### config.mk
export PLATFORM = sky130hd
export DESIGN_NAME = crm_clocked_ram
export DESIGN_NICKNAME = d
export VERILOG_FILES = /design/src/core/crm_pkg.sv /design/src/core/crm_clocked_ram.sv
export SDC_FILE = /design/constraint.sdc
export NUM_CORES = 1
export LEC_CHECK = 0
export BUFFER_PORTS_ARGS = -buffer_cell sky130_fd_sc_hd__buf_2
export CORE_AREA = 2 2 92 94
export DETAILED_ROUTE_END_ITERATION = 7
export DIE_AREA = 0 0 94 96
export PLACE_DENSITY = 0.66
export SKIP_CTS_REPAIR_TIMING = 1
export SLEW_MARGIN = 25
export SYNTH_ARGS = -nofsm -noshare
export SYNTH_HDL_FRONTEND = slang
export SYNTH_SLANG_ARGS = --single-unit
### constraint.sdc
create_clock -name clk_in -period 1.63 [get_ports clk_in]
set_input_delay 0.2445 -clock clk_in [delete_from_list [all_inputs] [get_ports clk_in]]
set_output_delay 0.2445 -clock clk_in [all_outputs]
set_load 0.005 [all_outputs]
### src/core/crm_pkg.sv
package crm_pkg;
   // ****************************************
   // sizes
   // ****************************************
   localparam int unsigned CRM_WORDS     = 16;
   localparam int unsigned CRM_WIDTH     = 4;
   localparam int unsigned CRM_ADDR_W    = 4;
   localparam int unsigned CRM_SYNC_W    = 12;

   // ****************************************
   // reset values
   // ****************************************
   localparam logic [3:0]  CRM_WORD_RST  = 4'h0;
   localparam logic [3:0]  CRM_OUT_RST   = 4'hf;
   localparam logic [11:0] CRM_SYNC_RST  = 12'hb00;

   // ****************************************
   // field positions in the synchronised vector
   // ****************************************
   localparam int unsigned CRM_F_ADDR    = 0;
   localparam int unsigned CRM_F_DATA    = 4;
   localparam int unsigned CRM_F_WR_N    = 8;
   localparam int unsigned CRM_F_SEL_N   = 9;
   localparam int unsigned CRM_F_STROBE  = 10;
   localparam int unsigned CRM_F_OE_N    = 11;
endpackage

### src/core/crm_clocked_ram.sv
`timescale 1ns/100ps
module crm_clocked_ram #(
   parameter int unsigned WORDS  = crm_pkg::CRM_WORDS,
   parameter int unsigned WIDTH  = crm_pkg::CRM_WIDTH,
   parameter int unsigned ADDR_W = crm_pkg::CRM_ADDR_W
)(
   input  wire logic              clk_in,
   input  wire logic              nrst_in,
   input  wire logic [ADDR_W-1:0] word_select_lines_in,
   input  wire logic [WIDTH-1:0]  write_value_lines_n_in,
   input  wire logic              write_strobe_n_in,
   input  wire logic              device_select_n_in,
   input  wire logic              edge_strobe_in,
   input  wire logic              output_drive_enable_n_in,
   output logic      [WIDTH-1:0]  read_lines_n_out,
   output logic                   read_lines_oe_out
);
   // ****************************************
   // pin synchronisers
   // ****************************************
   logic [crm_pkg::CRM_SYNC_W-1:0] pins_raw;
   logic [crm_pkg::CRM_SYNC_W-1:0] sync1_q;
   logic [crm_pkg::CRM_SYNC_W-1:0] sync2_q;
   logic [ADDR_W-1:0]              addr_s;
   logic [WIDTH-1:0]               data_s;
   logic                           wr_n_s;
   logic                           sel_n_s;
   logic                           strobe_s;
   logic                           oe_n_s;

   assign pins_raw = {output_drive_enable_n_in,
                      edge_strobe_in,
                      device_select_n_in,
                      write_strobe_n_in,
                      write_value_lines_n_in,
                      word_select_lines_in};

   // first stage, taken straight off the pins
   always_ff @(posedge clk_in or negedge nrst_in)
   begin
      if (!nrst_in)
      begin
         sync1_q <= crm_pkg::CRM_SYNC_RST;
      end
      else
      begin
         sync1_q <= pins_raw;
      end
   end

   // second stage, only reader of the first
   always_ff @(posedge clk_in or negedge nrst_in)
   begin
      if (!nrst_in)
      begin
         sync2_q <= crm_pkg::CRM_SYNC_RST;
      end
      else
      begin
         sync2_q <= sync1_q;
      end
   end

   // ****************************************
   // synchronised pin fields
   // ****************************************
   assign addr_s   = sync2_q[crm_pkg::CRM_F_ADDR +: ADDR_W];
   assign data_s   = sync2_q[crm_pkg::CRM_F_DATA +: WIDTH];
   assign wr_n_s   = sync2_q[crm_pkg::CRM_F_WR_N];
   assign sel_n_s  = sync2_q[crm_pkg::CRM_F_SEL_N];
   assign strobe_s = sync2_q[crm_pkg::CRM_F_STROBE];
   assign oe_n_s   = sync2_q[crm_pkg::CRM_F_OE_N];

   // ****************************************
   // helpers
   // ****************************************
   // one-hot word pick from an address
   function automatic logic [WORDS-1:0] word_pick(input logic [ADDR_W-1:0] addr);
      logic [WORDS-1:0] hot;
      hot = {WORDS{1'b0}};
      for (int unsigned k = 0; k < WORDS; k++)
      begin
         if (addr == ADDR_W'(k))
         begin
            hot[k] = 1'b1;
         end
      end
      return hot;
   endfunction

   // three active-low controls all asserted
   function automatic logic all_low(input logic a_n,
                                    input logic b_n,
                                    input logic c_n);
      return !a_n && !b_n && !c_n;
   endfunction

   // ****************************************
   // strobe edge and decode
   // ****************************************
   logic                           strobe_prev_q;
   logic                           strobe_rise;
   logic                           write_act;
   logic                           read_act;
   logic [WORDS-1:0]               word_hot;

   // strobe history, idles low like the pin
   always_ff @(posedge clk_in or negedge nrst_in)
   begin
      if (!nrst_in)
      begin
         strobe_prev_q <= 1'b0;
      end
      else
      begin
         strobe_prev_q <= strobe_s;
      end
   end

   assign write_act   = all_low(wr_n_s, sel_n_s, strobe_s);
   assign strobe_rise = strobe_s && !strobe_prev_q;
   assign read_act    = strobe_rise && !sel_n_s && wr_n_s;
   assign word_hot    = word_pick(addr_s);

   // ****************************************
   // write enables
   // ****************************************
   logic [WORDS-1:0]               write_hot;

   always_comb
   begin
      write_hot = {WORDS{1'b0}};
      if (write_act)
      begin
         write_hot = word_hot;
      end
   end

   // ****************************************
   // storage array
   // ****************************************
   logic [WIDTH-1:0]               mem_q [WORDS];

   always_ff @(posedge clk_in or negedge nrst_in)
   begin
      if (!nrst_in)
      begin
         for (int unsigned i = 0; i < WORDS; i++)
         begin
            mem_q[i] <= WIDTH'(crm_pkg::CRM_WORD_RST);
         end
      end
      else
      begin
         for (int unsigned i = 0; i < WORDS; i++)
         begin
            if (write_hot[i])
            begin
               mem_q[i] <= data_s;
            end
         end
      end
   end

   // ****************************************
   // read mux
   // ****************************************
   logic [WIDTH-1:0]               read_word;

   always_comb
   begin
      read_word = {WIDTH{1'b0}};
      for (int unsigned k = 0; k < WORDS; k++)
      begin
         if (word_hot[k])
         begin
            read_word = read_word | mem_q[k];
         end
      end
   end

   // ****************************************
   // output register
   // ****************************************
   always_ff @(posedge clk_in or negedge nrst_in)
   begin
      if (!nrst_in)
      begin
         read_lines_n_out <= WIDTH'(crm_pkg::CRM_OUT_RST);
      end
      else if (read_act)
      begin
         read_lines_n_out <= read_word;
      end
      else
      begin
         read_lines_n_out <= read_lines_n_out;
      end
   end

   // ****************************************
   // output drive enable
   // ****************************************
   always_ff @(posedge clk_in or negedge nrst_in)
   begin
      if (!nrst_in)
      begin
         read_lines_oe_out <= 1'b0;
      end
      else
      begin
         read_lines_oe_out <= !oe_n_s;
      end
   end
endmodule

==> results.ini, run 1 <==
[global_routing]
antenna_found_initial = 0
grt_pass1_vias = 2421
grt_start_max_net_pins = 39
grt_remaining_overflow = 0
grt_pass1_wl_mm = 12.45
grt_usage = 0.1860

[pwr]
leakage_nw = 2.244
power.density_nw_per_um2 = 1014
total_power_mw = 4.874
vdd_drop_max_uv = 538.2

[route]
wl_per_cell_microns = 17.38
drt_wl_total_mm = 7.733
drtPass1Iterations = 4
vias = 2399
avgViaCountPerCell = 5.391
top_layer = met4
drc = 0
wl_met2_mm = 3.664
drtAntennaViolNets = 0
route.met3.wl_microns = 188
m1WireLength_mm = 3.729
drt_iter0_markers = 80

[synthesis]
avgSynthCellArea_sq_um = 14.22
synth_ff_type = dfrtp_1
ys.warnings.count = 0
yosysTopAreaCell = dfrtp_1
netlist_area_sq_um = 3924
yosysMostFrequentCell = dfrtp_1
async_reset_ff_frac = 1.000
ys_ff_latch = 94
syn_nets = 290
yosys-top-cells-area = dfrtp_1, mux2_2, dfstp_2
synth_edf_count = 0
synth_top_cell_area_share = 0.5357
seq_area_frac_synth = 0.6027
ys_types = 30
synth_commonest_cells = dfrtp_1, mux2_2, mux2i_1
synthCells = 276

[critical_path]
r2r_slack_ps = -220
setup.worst_path.class = register to register
path_depth = 4
required_ps = 1880
end_kind = register
cp-endpoint = mem_q[61]
cpMostUsedCell = or3_4
max_stage_delay_ps = 400
path_cells = or3_4, or3_4, nor3_4, mux2_2
cp_num_buf_inv = 0
worst_setup_path_start_kind = register
r2r_end = mem_q[61]
crit_path_top_delay_cell = or3_4
critPathArrivalTime_ps = 2100
timing.rr.start = sync2_q[8]
worstSetupStartpoint = sync2_q[8]
worstPathMaxFanout = 4
crit_family = simple AND/OR/NAND/NOR gates
r2r_cells = 4

[clock_network]
clock-root-buffer = clkbuf_8
clock_latency_ps = 360
cts_tree = done
cts_buffer_depth = 2
cts_max_level = 3
path_clk_slew_ps = 100
numCtsBuffers = 9
numClockSinks = 94

[placed_design]
placed_area_sq_um = 4405
hpwlAfterDp_mm = 5.341
dp.cells = 414
gp_congestion = 0.8306
pre_cts_ws_ps = -234.0
port_buffers = 18

[sta]
setup_viol = 51
worst_pin_slew_ps = 616.9
fin_crit_sh = 1.135
rsz0062_at_grt = yes
worst_slack_ps = -219.8
drv_slew = 0
fin_skew_ps = 11.65
hold_violations = 0
relSlewSlack = 0.5887
finalCriticalPeriod_ps = 1850
fmaxAchievable_ghz = 0.5406

[flow_run]
cap_viol_max_count = 0

[cells_and_area]
area_delta_synth_final_pct = 22.48
final_cell_area_sq_um = 4806
layout.nets = 349
num_antenna_cells = 0
drive_above_1_share = 0.4765
final_core_util = 0.5969
stdcell_count = 445

[die]
die_h_microns = 96
coreArea_sq_um = 8051
dieArea_sq_um = 9024
start_util = 0.4873
die_w_microns = 94
row_count = 33
ioPinCount = 19

[run_status]
violations = negative setup slack
outcome = finished with violations

[min_path]
hp-class = input pin to async pin

[where the power goes]
group / internal (mW) / leakage, nW / switching, mW / total, mW
combinational: 0.377 / 0.956 / 0.250 / 0.627
clock: 0.595 / 0.0982 / 0.871 / 1.47
sequential: 2.61 / 1.19 / 0.173 / 2.78
[layout by cell type (no fill, tap or decap), types with 4 or more instances in the layout]
cell           count
mux2_4            14
nand2_1           12
buf_2             17
o22ai_1            8
a311oi_1           4
dlygate4sd3_1     13
dfstp_2           10
buf_4             25
mux2_2            53
dfrtp_1           84
nor2_1            10
a31oi_1            4
buf_12             5
inv_1              4
clkbuf_8           9
mux2i_1           22
[metal layers]
layer,vias up,GRT usage
li1,1122,-
met1,1234,0.2557
met2,31,0.2929
met3,12,0.03681
met4,0,0.07488
met5,-,0
[sequential cells by signal, indices dropped and copies added, names as in the netlist]
| signal | flops |
|---|---|
| read_lines_oe_out | 1 |
| sync2_q | 12 |
| mem_q | 64 |
| sync1_q | 12 |
| read_lines_n_out | 4 |
| strobe_prev_q | 1 |
[how the worst min path moves through the flow]
stage,from,end,slack [ps],cells after the start
final,nrst_in,sync1_q[4],320,2
after global routing,nrst_in,sync1_q[2],340,2
after CTS,nrst_in,sync1_q[4],-220,1
after detailed placement,nrst_in,sync1_q[4],180,1
after global placement,nrst_in,sync1_q[4],180,1
after floorplan,nrst_in,mem_q[0],-50,0
[area by class of cell]
| class | instances | area, sq um |
|---|---|---|
| inverters | 4 | 15.01 |
| fillers | 647 | 3246 |
| flip-flops and latches | 94 | 2365 |
| clock inverters | 7 | 66.31 |
| multi-input cells | 165 | 1590 |
| repair buffers | 61 | 514.2 |
| clock buffers | 9 | 123.9 |
| well taps | 105 | 131.4 |
[metrics by stage]
| step | setup TNS, ps | hold slack, ps |
|---|---|---|
| 2_1_floorplan | -1737 | -51.09 |
| 3_3_place_gp | -3624 | 177.7 |
| 3_5_place_dp | -4338 | 177.3 |
| 4_1_cts | -4822 | -223.1 |
| 5_1_grt | -7696 | 340.8 |
| 6_report | -4329 | 324.9 |
[kinds of logic (layout without fill, tap and decap cells)]
| logic type | count (synthesis) | in the layout | synth area share |
|---|---|---|---|
| and+or+nand+nor | 52 | 52 | 0.07781 |
| DFF | 94 | 94 | 0.6027 |
| buffers and inverters | 17 | 81 | 0.01913 |
| AOI/OAI and AO/OA | 22 | 22 | 0.04050 |
| muxes | 91 | 91 | 0.2599 |
Power figures use the tool's default switching activity.
==> run 2, diff against run 1 <==
--- a/config.mk
+++ b/config.mk
@@ -6,9 +6,9 @@
 export NUM_CORES = 1
 export LEC_CHECK = 0
 export BUFFER_PORTS_ARGS = -buffer_cell sky130_fd_sc_hd__buf_2
-export CORE_AREA = 2 2 92 94
+export CORE_AREA = 2 2 103 85
 export DETAILED_ROUTE_END_ITERATION = 7
-export DIE_AREA = 0 0 94 96
+export DIE_AREA = 0 0 105 87
 export PLACE_DENSITY = 0.66
 export SKIP_CTS_REPAIR_TIMING = 1
 export SLEW_MARGIN = 25
==> results.ini, run 2 (same netlist as run 1, synthesis figures left out) <==
[cells_and_area]
largest_reg_flops = 64  ; unchanged
num_antenna_cells = 0  ; unchanged
regMostFlops = mem_q
final_core_util = 0.6142  ; +0.01733
layout_common_cells = dfrtp_1, mux2_2, buf_4
stdcell_count = 461  ; +3.6%
fillers = 650  ; +0.46%
largestRegisters = mem_q (64), sync1_q (12), sync2_q (12)
drive_above_1_share = 0.5358  ; +0.05935
layout.nets = 359  ; +2.9%
final_cell_area_sq_um = 5026  ; +4.6%
area_delta_synth_final_pct = 28.09
layout_commonest_cell = dfrtp_1

[placed_design]
gp_congestion = 0.8240  ; -0.79%
port_buffers = 18  ; unchanged
hpwlAfterDp_mm = 5.450  ; +2.0%
dp.cells = 424  ; +2.4%
placed_area_sq_um = 4412  ; +0.14%
pre_cts_ws_ps = -236.3  ; -2.271 ps

[pwr]
leakage_nw = 2.324  ; +3.6%
power.density_nw_per_um2 = 1003  ; -1.1%
total_power_mw = 5.039  ; +3.4%
vdd_drop_max_uv = 633.4  ; +18%

[min_path]
hp-class = register to register

[die]
dieArea_sq_um = 9135  ; +1.2%
die_h_microns = 87  ; -9.4%
row_count = 30  ; -9.1%
ioPinCount = 19  ; unchanged
die_w_microns = 105  ; +12%
coreArea_sq_um = 8183  ; +1.6%
start_util = 0.4795  ; -0.007824

[global_routing]
grt_start_max_net_pins = 38  ; -2.6%
grt_pass1_vias = 2407  ; -0.58%
antenna_found_initial = 0  ; unchanged
grt_pass1_wl_mm = 13.05  ; +4.9%
grt_remaining_overflow = 0  ; unchanged
grt_usage = 0.1913  ; +0.005282

[critical_path]
setup.worst_path.class = register to register
cpMostUsedCell = or3_4
max_stage_delay_ps = 420  ; +20 ps
worstPathMaxFanout = 4  ; unchanged
path_cells = or3_4, or3_4, nor3_4, mux2_2
worst_setup_path_start_kind = register
critPathArrivalTime_ps = 2110  ; about the same
required_ps = 1880  ; about the same
end_kind = register
crit_path_top_delay_cell = dfrtp_1

[sta]
fmaxAchievable_ghz = 0.5351  ; -1.0%
fin_crit_sh = 1.147  ; +0.01173
worst_pin_slew_ps = 700.3  ; +83.41 ps
drv_slew = 0  ; unchanged
finalCriticalPeriod_ps = 1869  ; +19.12 ps
hold_ws_ps = 354.8  ; +29.89 ps
hold_violations = 0  ; unchanged
setup_viol = 27  ; -47%
rsz0062_at_grt = yes
fin_skew_ps = 10.74  ; -0.9144 ps
setup_tns_ps = -3087  ; +1242 ps
worst_slack_ps = -239.0  ; -19.12 ps
relSlewSlack = 0.5331  ; -0.05561

[clock_network]
cts_buffer_depth = 2  ; unchanged
path_clk_slew_ps = 90  ; about the same
clock_latency_ps = 360  ; about the same
cts_max_level = 3  ; unchanged
numClockSinks = 94  ; unchanged
cts_tree = done
clock-root-buffer = clkbuf_8
numCtsBuffers = 9  ; unchanged

[run_status]
outcome = finished with violations
violations = negative setup slack

[route]
wl_per_cell_microns = 18.38  ; +5.8%
drtAntennaViolNets = 0  ; unchanged
drt_iter0_markers = 116  ; +45%
drtPass1Iterations = 4  ; unchanged
drc = 0  ; unchanged
drt_wl_total_mm = 8.475  ; +9.6%
avgViaCountPerCell = 5.293  ; -1.8%
vias = 2440  ; +1.7%

[flow_run]
cap_viol_max_count = 0  ; unchanged

## run 2: final timing paths
path	from	end	slack, ps	cells past startpoint
worst max-delay path	sync2_q[10]	mem_q[60]	-240	4
worst min-delay path	sync1_q[3]	sync2_q[3]	350	0
worst max register to register	sync2_q[10]	mem_q[60]	-240	4
worst min register to register	sync1_q[3]	sync2_q[3]	350	0
max in group asynchronous	nrst_in	sync2_q[2]	690	3
min in group asynchronous	nrst_in	sync2_q[7]	380	2
## run 2: routing by layer
metal / part of all wire / track usage / vias to the layer above
met4: 0.014 / 0.06545 / 0
met2: 0.45 / 0.2916 / 54
met1: 0.48 / 0.2797 / 1248
met5: 0 / 0 / -
li1: - / - / 1127
met3: 0.050 / 0.03366 / 11
## run 2: layout make-up
| type | count | area [sq um] | share of cell area |
|---|---|---|---|
| clock inverters | 6 | 68.82 | 0.01369 |
| well taps | 112 | 140.1 | 0.02788 |
| flip-flops and latches | 94 | 2369 | 0.4712 |
| inverters | 4 | 15.01 | 0.002987 |
| clock buffers | 9 | 123.9 | 0.02465 |
| repair buffers | 71 | 581.8 | 0.1158 |
| multi-input cells | 165 | 1728 | 0.3438 |
## run 2: power by group
group	internal, mW	switching [mW]
logic	0.422	0.294
clock network	0.714	0.826
registers	2.61	0.174
total	3.75	1.29
## run 2: worst max-delay path, delay by kind of cell, from the launching register on
kind	cells	cell delay, ps
mux	1	370
flops	1	420
simple gates	3	970
